File: config.mk
export PLATFORM = sky130hd
export DESIGN_NAME = banked_data_memory
export DESIGN_NICKNAME = d
export VERILOG_FILES = /design/src/banked_data_memory_pkg.sv /design/src/gpr_static_ram.sv /design/src/banked_data_memory.sv
export VERILOG_INCLUDE_DIRS = /design/src
export SDC_FILE = /design/constraint.sdc
export NUM_CORES = 2
export LEC_CHECK = 0
export BUFFER_PORTS_ARGS = -buffer_cell sky130_fd_sc_hd__buf_2
export CORE_AREA = 2 2 708 710
export CTS_BUF_LIST = sky130_fd_sc_hd__clkbuf_8
export CTS_CLUSTER_DIAMETER = 100
export DETAILED_ROUTE_END_ITERATION = 10
export DIE_AREA = 0 0 710 712
export GPL_ROUTABILITY_DRIVEN = 0
export PLACE_DENSITY = 0.46
export RECOVER_POWER = 50
export SLEW_MARGIN = 10
export SYNTH_ARGS = -nofsm -noshare
export SYNTH_HDL_FRONTEND = slang
export SYNTH_HIERARCHICAL = 1
export SYNTH_SLANG_ARGS = --single-unit
File: constraint.sdc
create_clock -name sys_clk -period 11.66 [get_ports sys_clk]
set_clock_uncertainty 0.15 [all_clocks]
set_input_delay 1.166 -clock sys_clk [delete_from_list [all_inputs] [get_ports sys_clk]]
set_output_delay 1.166 -clock sys_clk [all_outputs]
set_load 0.02 [all_outputs]
File: src/banked_data_memory_defines.svh
// Offsets, field positions and reset values of the banked data memory
`ifndef BANKED_DATA_MEMORY_DEFINES_SVH
`define BANKED_DATA_MEMORY_DEFINES_SVH

`define OFS_INDIRECT_DATA_WINDOW 7'h00
`define OFS_TIMER_ZERO_COUNT 7'h01
`define OFS_PROGRAM_COUNTER_LOW 7'h02
`define OFS_CORE_STATUS_FLAGS 7'h03
`define OFS_INDIRECT_ADDRESS_POINTER 7'h04
`define OFS_PORT_A_PINS 7'h05
`define OFS_PORT_B_PINS 7'h06
`define OFS_PORT_C_PINS 7'h07
`define OFS_PORT_D_PINS 7'h08
`define OFS_PORT_E_PINS 7'h09
`define OFS_PROGRAM_COUNTER_HIGH_BUFFER 7'h0a
`define OFS_INTERRUPT_CONTROL_FLAGS 7'h0b
`define OFS_PERIPHERAL_INTERRUPT_FLAGS_ONE 7'h0c
`define OFS_SFR_LAST 7'h1f
`define OFS_GPR_FIRST 7'h20
`define OFS_BANK_LAST 7'h7f

`define BIT_BANK_SELECT_HIGH 6
`define BIT_BANK_SELECT_LOW 5
`define BIT_INDIRECT_BANK 7

`define RST_PROGRAM_COUNTER_LOW 8'h00
`define RST_PROGRAM_COUNTER_HIGH_BUFFER 8'h00
`define RST_CORE_STATUS_FLAGS 8'h18
`define RST_PERIPHERAL_INTERRUPT_FLAGS_ONE 8'h00
`define RST_GENERIC 8'h00

`define MASK_PORT_A 8'h3f
`define MASK_PORT_E 8'h07
`define MASK_PC_HIGH_BUFFER 8'h1f

`endif

File: src/banked_data_memory_pkg.sv
// Types shared by the banked data memory files
package banked_data_memory_pkg;
    typedef logic [7:0] byte_t;
    typedef logic [1:0] bank_t;
    typedef logic [6:0] offset_t;
    typedef logic [8:0] data_addr_t;
    typedef enum logic [1:0] {
        REGION_NONE,
        REGION_SFR,
        REGION_GPR
    } region_e;
endpackage

File: src/gpr_static_ram.sv
// General purpose static RAM, flip-flop storage addressed by index
`timescale 1ns/1ps
module gpr_static_ram #(
    parameter int DEPTH = 384,
    parameter int AW = 9
) (
    input wire logic sys_clk,
    input wire logic wr_en,
    input wire logic [AW-1:0] wr_idx,
    input wire logic [7:0] wr_data,
    input wire logic [AW-1:0] rd_idx,
    output logic [7:0] rd_data
);
    logic [7:0] mem_q [DEPTH];

    // Static RAM keeps no reset value, as the core expects
    always_ff @(posedge sys_clk) begin
        if (wr_en) begin
            mem_q[wr_idx] <= wr_data;
        end
    end

    // Asynchronous read; the top registers the result
    always_comb begin
        rd_data = mem_q[rd_idx];
    end
endmodule

File: src/banked_data_memory.sv
// Banked data memory with special function register map for an 8-bit core
//
// Operation
// - Bank select comes from status bit 6 (high) and bit 5 (low).
// - The two bank bits form a binary bank number 0 to 3.
// - Every bank spans offsets 00h to 7Fh, 128 bytes.
// - Special function registers occupy the lowest offsets of each bank.
// - General purpose static RAM sits above the special function registers.
// - Every bank holds special function register locations.
// - Selected registers are mirrored so several banks reach one register.
// - Accesses go direct by instruction address or indirect through the pointer.
// - Special function registers other than the window and timer count are held storage, split into core and peripheral.
// - Window, status, pointer and counter registers answer in every bank.
// - Unimplemented locations and bits read as zero.
`timescale 1ns/1ps
`include "banked_data_memory_defines.svh"
module banked_data_memory #(
    parameter int GPR_BYTES_PER_BANK = 96
) (
    input wire logic sys_clk,
    input wire logic rst,
    input wire logic acc_valid,
    input wire logic acc_write,
    input wire banked_data_memory_pkg::offset_t acc_offset,
    input wire banked_data_memory_pkg::byte_t acc_wdata,
    input wire logic [7:0] port_a_in,
    input wire logic [7:0] port_b_in,
    input wire logic [7:0] port_c_in,
    input wire logic [7:0] port_d_in,
    input wire logic [7:0] port_e_in,
    input wire banked_data_memory_pkg::byte_t timer_zero_in,
    output banked_data_memory_pkg::byte_t acc_rdata,
    output logic acc_rvalid,
    output banked_data_memory_pkg::byte_t status_q_out,
    output banked_data_memory_pkg::byte_t pc_low_out,
    output banked_data_memory_pkg::byte_t pc_high_buffer_out,
    output banked_data_memory_pkg::byte_t port_a_latch,
    output banked_data_memory_pkg::byte_t port_b_latch,
    output banked_data_memory_pkg::byte_t port_c_latch,
    output banked_data_memory_pkg::byte_t port_d_latch,
    output banked_data_memory_pkg::byte_t port_e_latch,
    output banked_data_memory_pkg::byte_t timer_zero_load,
    output logic timer_zero_load_en,
    output banked_data_memory_pkg::byte_t interrupt_control_out,
    output banked_data_memory_pkg::byte_t peripheral_flags_out
);
    import banked_data_memory_pkg::*;

    localparam int GPR_DEPTH = 4 * GPR_BYTES_PER_BANK;
    localparam int GPR_AW = $clog2(GPR_DEPTH);
    localparam offset_t GPR_BASE = `OFS_GPR_FIRST;

    byte_t status_q, pointer_q, pc_low_q, pch_buf_q, int_ctrl_q, periph_flags_q;
    byte_t port_a_q, port_b_q, port_c_q, port_d_q, port_e_q;
    byte_t tmr_load_q, rdata_q;
    logic tmr_load_en_q, rvalid_q;
    bank_t bank_sel;
    offset_t eff_offset;
    bank_t eff_bank;
    data_addr_t eff_addr;
    region_e region;
    logic is_common;
    logic [GPR_AW-1:0] gpr_idx;
    byte_t gpr_rdata;
    byte_t sfr_rdata;
    logic wr_sfr, wr_gpr;

    // Bank bits come straight from the held status register
    assign bank_sel = {status_q[`BIT_BANK_SELECT_HIGH], status_q[`BIT_BANK_SELECT_LOW]};

    // Offset 00h redirects through the pointer; status bit 7 picks the bank pair, pointer bit 7 the bank within it
    always_comb begin
        if (acc_offset == `OFS_INDIRECT_DATA_WINDOW) begin
            eff_offset = pointer_q[6:0];
            eff_bank = {status_q[`BIT_INDIRECT_BANK], pointer_q[7]};
        end else begin
            eff_offset = acc_offset;
            eff_bank = bank_sel;
        end
    end

    assign eff_addr = {eff_bank, eff_offset};

    // Region split: registers low, static RAM above them, in every bank
    always_comb begin
        if (eff_offset <= `OFS_SFR_LAST) begin
            region = REGION_SFR;
        end else if (eff_offset <= `OFS_BANK_LAST) begin
            region = REGION_GPR;
        end else begin
            region = REGION_NONE;
        end
    end

    // Core registers that answer at their offset whatever bank is chosen
    always_comb begin
        case (eff_offset)
            `OFS_PROGRAM_COUNTER_LOW, `OFS_CORE_STATUS_FLAGS, `OFS_INDIRECT_ADDRESS_POINTER,
            `OFS_PROGRAM_COUNTER_HIGH_BUFFER, `OFS_INTERRUPT_CONTROL_FLAGS: is_common = 1'b1;
            default: is_common = 1'b0;
        endcase
    end

    // A redirected access to 00h again reaches nothing; it never writes
    assign wr_sfr = acc_valid && acc_write && region == REGION_SFR && eff_offset != `OFS_INDIRECT_DATA_WINDOW
        && (is_common || eff_bank == 2'b00);
    assign wr_gpr = acc_valid && acc_write && region == REGION_GPR;

    // Static RAM index: bank times per-bank size plus offset above the registers
    assign gpr_idx = GPR_AW'(int'(eff_bank) * GPR_BYTES_PER_BANK + int'(eff_offset - GPR_BASE));

    gpr_static_ram #(
        .DEPTH(GPR_DEPTH),
        .AW(GPR_AW)
    ) u_gpr (
        .sys_clk(sys_clk),
        .wr_en(wr_gpr),
        .wr_idx(gpr_idx),
        .wr_data(acc_wdata),
        .rd_idx(gpr_idx),
        .rd_data(gpr_rdata)
    );

    // Core group registers; status bits 2:0 are core flags kept as written, bits 4:3 hold their value
    always_ff @(posedge sys_clk) begin
        if (rst) begin
            status_q <= `RST_CORE_STATUS_FLAGS;
            pointer_q <= `RST_GENERIC;
            pc_low_q <= `RST_PROGRAM_COUNTER_LOW;
            pch_buf_q <= `RST_PROGRAM_COUNTER_HIGH_BUFFER;
            int_ctrl_q <= `RST_GENERIC;
        end else if (wr_sfr) begin
            case (eff_offset)
                `OFS_CORE_STATUS_FLAGS: status_q <= {acc_wdata[7:5], status_q[4:3], acc_wdata[2:0]};
                `OFS_INDIRECT_ADDRESS_POINTER: pointer_q <= acc_wdata;
                `OFS_PROGRAM_COUNTER_LOW: pc_low_q <= acc_wdata;
                `OFS_PROGRAM_COUNTER_HIGH_BUFFER: pch_buf_q <= acc_wdata & `MASK_PC_HIGH_BUFFER;
                `OFS_INTERRUPT_CONTROL_FLAGS: int_ctrl_q <= acc_wdata;
                default: ;
            endcase
        end
    end

    // Peripheral group registers, bank 0 only; ports keep their data latches
    always_ff @(posedge sys_clk) begin
        if (rst) begin
            port_a_q <= `RST_GENERIC;
            port_b_q <= `RST_GENERIC;
            port_c_q <= `RST_GENERIC;
            port_d_q <= `RST_GENERIC;
            port_e_q <= `RST_GENERIC;
            periph_flags_q <= `RST_PERIPHERAL_INTERRUPT_FLAGS_ONE;
        end else if (wr_sfr) begin
            case (eff_offset)
                `OFS_PORT_A_PINS: port_a_q <= acc_wdata & `MASK_PORT_A;
                `OFS_PORT_B_PINS: port_b_q <= acc_wdata;
                `OFS_PORT_C_PINS: port_c_q <= acc_wdata;
                `OFS_PORT_D_PINS: port_d_q <= acc_wdata;
                `OFS_PORT_E_PINS: port_e_q <= acc_wdata & `MASK_PORT_E;
                `OFS_PERIPHERAL_INTERRUPT_FLAGS_ONE: periph_flags_q <= acc_wdata;
                default: ;
            endcase
        end
    end

    // Timer writes pass out as a one-cycle load strobe
    always_ff @(posedge sys_clk) begin
        if (rst) begin
            tmr_load_q <= `RST_GENERIC;
            tmr_load_en_q <= 1'b0;
        end else begin
            tmr_load_en_q <= wr_sfr && eff_offset == `OFS_TIMER_ZERO_COUNT;
            if (wr_sfr && eff_offset == `OFS_TIMER_ZERO_COUNT) begin
                tmr_load_q <= acc_wdata;
            end
        end
    end

    // Register read mux; ports read the pins, holes read zero
    always_comb begin
        sfr_rdata = `RST_GENERIC;
        if (is_common || eff_bank == 2'b00) begin
            case (eff_offset)
                `OFS_TIMER_ZERO_COUNT: sfr_rdata = timer_zero_in;
                `OFS_PROGRAM_COUNTER_LOW: sfr_rdata = pc_low_q;
                `OFS_CORE_STATUS_FLAGS: sfr_rdata = status_q;
                `OFS_INDIRECT_ADDRESS_POINTER: sfr_rdata = pointer_q;
                `OFS_PORT_A_PINS: sfr_rdata = port_a_in & `MASK_PORT_A;
                `OFS_PORT_B_PINS: sfr_rdata = port_b_in;
                `OFS_PORT_C_PINS: sfr_rdata = port_c_in;
                `OFS_PORT_D_PINS: sfr_rdata = port_d_in;
                `OFS_PORT_E_PINS: sfr_rdata = port_e_in & `MASK_PORT_E;
                `OFS_PROGRAM_COUNTER_HIGH_BUFFER: sfr_rdata = pch_buf_q;
                `OFS_INTERRUPT_CONTROL_FLAGS: sfr_rdata = int_ctrl_q;
                `OFS_PERIPHERAL_INTERRUPT_FLAGS_ONE: sfr_rdata = periph_flags_q;
                default: sfr_rdata = `RST_GENERIC;
            endcase
        end
    end

    // Read answer registered one cycle after the request
    always_ff @(posedge sys_clk) begin
        if (rst) begin
            rdata_q <= `RST_GENERIC;
            rvalid_q <= 1'b0;
        end else begin
            rvalid_q <= acc_valid && !acc_write;
            if (acc_valid && !acc_write) begin
                case (region)
                    REGION_SFR: rdata_q <= sfr_rdata;
                    REGION_GPR: rdata_q <= gpr_rdata;
                    default: rdata_q <= `RST_GENERIC;
                endcase
            end
        end
    end

    assign acc_rdata = rdata_q;
    assign acc_rvalid = rvalid_q;
    assign status_q_out = status_q;
    assign pc_low_out = pc_low_q;
    assign pc_high_buffer_out = pch_buf_q;
    assign port_a_latch = port_a_q;
    assign port_b_latch = port_b_q;
    assign port_c_latch = port_c_q;
    assign port_d_latch = port_d_q;
    assign port_e_latch = port_e_q;
    assign timer_zero_load = tmr_load_q;
    assign timer_zero_load_en = tmr_load_en_q;
    assign interrupt_control_out = int_ctrl_q;
    assign peripheral_flags_out = periph_flags_q;

    // Status write in bank 2 lands on the same register seen from bank 0
    chk_status_mirror: assert property (@(posedge sys_clk) disable iff (rst)
        acc_valid && acc_write && acc_offset == `OFS_CORE_STATUS_FLAGS |=> status_q[7:5] == $past(acc_wdata[7:5]))
        else $error("status write did not reach the shared register");

    chk_pointer_write: assert property (@(posedge sys_clk) disable iff (rst)
        acc_valid && acc_write && acc_offset == `OFS_INDIRECT_ADDRESS_POINTER |=> pointer_q == $past(acc_wdata))
        else $error("pointer write lost");

    chk_window_read: assert property (@(posedge sys_clk) disable iff (rst)
        acc_valid && !acc_write && acc_offset == `OFS_INDIRECT_DATA_WINDOW
        && pointer_q[6:0] == `OFS_INDIRECT_DATA_WINDOW |=> acc_rdata == 8'h00)
        else $error("window self read not zero");

    chk_hole_read: assert property (@(posedge sys_clk) disable iff (rst)
        acc_valid && !acc_write && acc_offset > `OFS_PERIPHERAL_INTERRUPT_FLAGS_ONE
        && acc_offset <= `OFS_SFR_LAST |=> acc_rdata == 8'h00)
        else $error("unimplemented location read not zero");

    chk_bank_decode: assert property (@(posedge sys_clk) disable iff (rst)
        acc_offset != `OFS_INDIRECT_DATA_WINDOW |-> eff_addr == {status_q[6], status_q[5], acc_offset})
        else $error("direct address formed wrongly");

    chk_region_split: assert property (@(posedge sys_clk) disable iff (rst)
        (eff_offset < GPR_BASE) == (region == REGION_SFR))
        else $error("register and ram split misplaced");

    chk_read_answer: assert property (@(posedge sys_clk) disable iff (rst)
        acc_valid && !acc_write |=> acc_rvalid ##1 !acc_rvalid || $past(acc_valid && !acc_write))
        else $error("read answer timing wrong");

    chk_port_a_pins_bits: assert property (@(posedge sys_clk) disable iff (rst)
        acc_valid && !acc_write && acc_offset == `OFS_PORT_A_PINS && bank_sel == 2'b00
        |=> acc_rdata[7:6] == 2'b00 && acc_rdata[5:0] == $past(port_a_in[5:0]))
        else $error("port a read wrong");

    // High buffer keeps only its five counter bits; a stray bit would corrupt a jump
    chk_pch_bits: assert property (@(posedge sys_clk) disable iff (rst)
        pc_high_buffer_out[7:5] == 3'h0)
        else $error("high buffer unused bits set");

    // Port E latch keeps only its three pin bits
    chk_port_e_bits: assert property (@(posedge sys_clk) disable iff (rst)
        port_e_latch[7:3] == 5'h00)
        else $error("port e unused bits set");

    // Peripheral offsets outside bank 0 reach nothing
    chk_periph_bank: assert property (@(posedge sys_clk) disable iff (rst)
        acc_valid && acc_write && acc_offset == `OFS_PERIPHERAL_INTERRUPT_FLAGS_ONE && bank_sel != 2'h0
        |=> $stable(periph_flags_q))
        else $error("peripheral write leaked out of bank 0");

    // Timer write from bank 0 leaves as a one-cycle load carrying its data
    chk_timer_load: assert property (@(posedge sys_clk) disable iff (rst)
        acc_valid && acc_write && acc_offset == `OFS_TIMER_ZERO_COUNT && bank_sel == 2'h0
        |=> timer_zero_load_en && timer_zero_load == $past(acc_wdata))
        else $error("timer load strobe wrong");

    // Control flags are shared, so a write from any bank lands
    chk_control_mirror: assert property (@(posedge sys_clk) disable iff (rst)
        acc_valid && acc_write && acc_offset == `OFS_INTERRUPT_CONTROL_FLAGS |=> int_ctrl_q == $past(acc_wdata))
        else $error("control flags write lost");

    // Counter low byte is shared, so a write from any bank lands
    chk_pc_low_write: assert property (@(posedge sys_clk) disable iff (rst)
        acc_valid && acc_write && acc_offset == `OFS_PROGRAM_COUNTER_LOW |=> pc_low_q == $past(acc_wdata))
        else $error("counter low write lost");
endmodule

==> flow_summary_export.csv <==
group,metric,value,unit
global_routing,overflow,0,
yosys,netlist_top_cells_count,"edfxtp_1, mux4_2, nor2_1, mux2i_1, nand2_1",
final_layout,drive_gt1_share,25.1,%
die,die_h,712,µm
yosys,yosysWarningCount,6,
worst_hold_path,holdPathStages,3,
sta,fmax,120,MHz
route,viasPerCell,4.68,
yosys,synthArstFlopShare,0,%
critical_path,max_stage_delay,3.48,ns
route,vias,63300,
sta,holdWs,0.200,ns
yosys,syn_area,124000,µm²
die,die_x,710,µm
clocking,cts_tree,"yes",
yosys,yosys.area.top_type_share,74.3,%
global_routing,antenna_found_initial,22,
power_and_ir_drop,p_leak,43.5,nW
clocking,cts_made_buffers,555,
status,status,"complete, but fails checks",
clocking,clk_pin_slew,0.06,ns
sta,hold_viol_final,0,
critical_path,cp-start-kind,"primary input",
power_and_ir_drop,p_per_area,162,nW/µm²
route,wl_per_cell,26.8,µm
route,drcViolationCount,76,
critical_path,crit_end,"u_gpr/mem_q[378][2]",
critical_path,cp_data_required_time,12.33,ns
yosys,synth_cell_type_count,88,
critical_path,crit_path_start,"acc_wdata[2]",
sta,rsz0062_at_grt,"false",
critical_path,reg2reg_from,"status_q_out[6]",
yosys,synthTopCellsByArea,"edfxtp_1, mux4_2, mux2i_1",
critical_path,regToRegSetupSlack,5.12,ns
critical_path,cp_max_fo,99,
global_routing,grt_max_degree,177,
yosys,synth_edf_count,3072,
sta,max_slew.worst_pin.slew,7.69,ns
global_routing,grt.total_usage,13.9,%
global_routing,grt_pass1_wl,506,mm
critical_path,crit_slowest_cell,"clkbuf_1",
clocking,cts_max_level,6,
job,drv_cap,28,
power_and_ir_drop,ir_drop,117,µV
critical_path,crit_chain,"clkbuf_1 > clkbuf_1 > buf_4",
sta,max_slew_margin,-413,%
route,dr.first_iter.drc_count,5722,
critical_path,arrival,9.01,ns
clocking,cts_resized,0,
sta,min_period,8.34,ns
clocking,clk_path_buf_depth,4,
clocking,cts_hold_buf,0,
sta,period_share,71.5,%
yosys,synth.largest_area_cell,"edfxtp_1",
critical_path,end_kind,"register",
die,ios,165,
placed_design,hpwlAfterDp,218,mm
clocking,cts_sinks,3166,
status,violations,"design-rule violations, max-capacitance violations, max-slew violations",
route,drt_first_pass_iters,11,
sta,tns,0,ns
critical_path,setup.worst_path.class,"in -> reg",
route,postRouteAntennaNets,0,
critical_path,reg2reg_depth,15,
yosys,yosysMostFrequentCell,"edfxtp_1",
yosys,synthFlopType,"edfxtp_1",
die,rows,260,
die,core,499000,µm²
global_routing,grt_pass1_vias,65300,
placed_design,port_buffers,145,
die,initial_core_util,24.9,%
yosys,yosysSeqAreaShare,75.8,%
sta,setup_viol,0,
critical_path,reg2reg_to,"acc_rdata[3]",
die,dieArea,506000,µm²
final_layout,nNetsFinal,6522,
clocking,clock_latency,1.17,ns
clocking,root_buffer,"clkbuf_8",
final_layout,synthToLayoutAreaGrowth,14.6,%
sta,maxSlewViolCount,2516,
yosys,syn_avg_cell_area,20.8,µm²
yosys,ys_seq_elements,3166,
route,routed_wl,362,mm
clocking,postCtsSetupBuffers,0,
worst_hold_path,worstHoldPathType,"in -> reg",
yosys,synthesis.instances,5980,
critical_path,path_common_cell,"clkbuf_1",
-- worst max-delay path: cells and delay by family --
family | cells | cell delay (ns)
buffers and inverters | 3 | 7.44
-- cell usage in the layout, fill, tap and decap left out, drive strengths merged, types with 6 or more instances in the layout --
cell type / count
a2111oi: 13
a211oi: 33
a21oi: 69
a221oi: 19
a222oi: 6
a22o: 15
a22oi: 67
a31oi: 21
a32oi: 8
and2: 10
and3: 15
buf: 153
bufinv: 6
clkbuf: 687
clkinv: 135
clkinvlp: 17
conb: 12
dfxtp: 94
diode: 10
edfxtp: 3072
ha: 9
inv: 248
mux2: 41
mux2i: 223
mux4: 805
nand2: 181
nand2b: 18
nand3: 29
nand4: 13
nor2: 523
nor2b: 39
nor3: 41
nor4: 13
o211ai: 7
o21ai: 36
o221ai: 22
o22ai: 49
o41ai: 6
-- per-layer routing --
layer  GRT usage [%]  wire length [µm]
met2            22.8            175000
met1            18.6            154000
met5               0                27
met3            2.14             20700
met4            4.76             12200
-- per-stage QoR --
stage | util (%) | total power [W] | worst slack, ns | instance area (µm²) | instances
4_1_cts | 28.6 | 0.0233 | 4.86 | 143000 | 13500
2_1_floorplan | - | 0.0134 | 5.97 | 124000 | 5990
6_report | 28.5 | 0.0230 | 3.32 | 142000 | 13500
3_5_place_dp | 26.6 | 0.0140 | 3.58 | 133000 | 12600
5_1_grt | 28.5 | 0.0238 | 2.57 | 142000 | 13500
3_3_place_gp | 26.6 | 0.0140 | 3.51 | 133000 | 12600
-- report_power, final --
group          switching [W]  internal, W
Clock                0.00453      0.00469
Combinational       0.000842     0.000393
Sequential        0.00000239       0.0125
Total                0.00538       0.0176
-- state kept, by name (all words and copies together), names as in the netlist, 3 cells and up --
signal	cells
acc_rdata	8
interrupt_control_out	8
pc_high_buffer_out	5
pc_low_out	8
peripheral_flags_out	8
pointer_q	8
port_a_latch	6
port_b_latch	8
port_c_latch	8
port_d_latch	8
port_e_latch	3
status_q_out	6
timer_zero_load	8
u_gpr/mem_q	3072
-- layout make-up --
type,count,area [µm²]
fillers,49400,357000
flip-flops and latches,3166,94100
multi-input cells,2429,28200
well taps,6681,8360
clock buffers,573,7890
clock inverters,380,1900
repair buffers,267,1670
inverters,26,125
diodes,10,25.0
-- cells by family after synthesis --
logic type | Yosys count | share of synthesized area, %
AO/OA/AOI/OAI | 418 | 2.40
XOR/XNOR | 3 | 0.0212
adder cells (fa/ha/maj) | 10 | 0.107
buffers and inverters | 395 | 1.66
flip-flops | 3166 | 75.8
multiplexers | 1069 | 16.8
other | 2 | 0.00605
AND/OR/NAND/NOR | 917 | 3.24
-- worst min path at each step --
stage / endpoint / slack (ns) / startpoint
after global routing: timer_zero_load_en / 0.18 / acc_valid
after floorplan: pointer_q[7] / 0.29 / pointer_q[7]
after global placement: port_c_latch[1] / 0.32 / port_c_latch[1]
after CTS: timer_zero_load_en / 0.05 / acc_write
after detailed placement: port_c_latch[1] / 0.32 / port_c_latch[1]
final: timer_zero_load_en / 0.20 / acc_valid
Note: power is estimated with default switching activity, not from simulation.
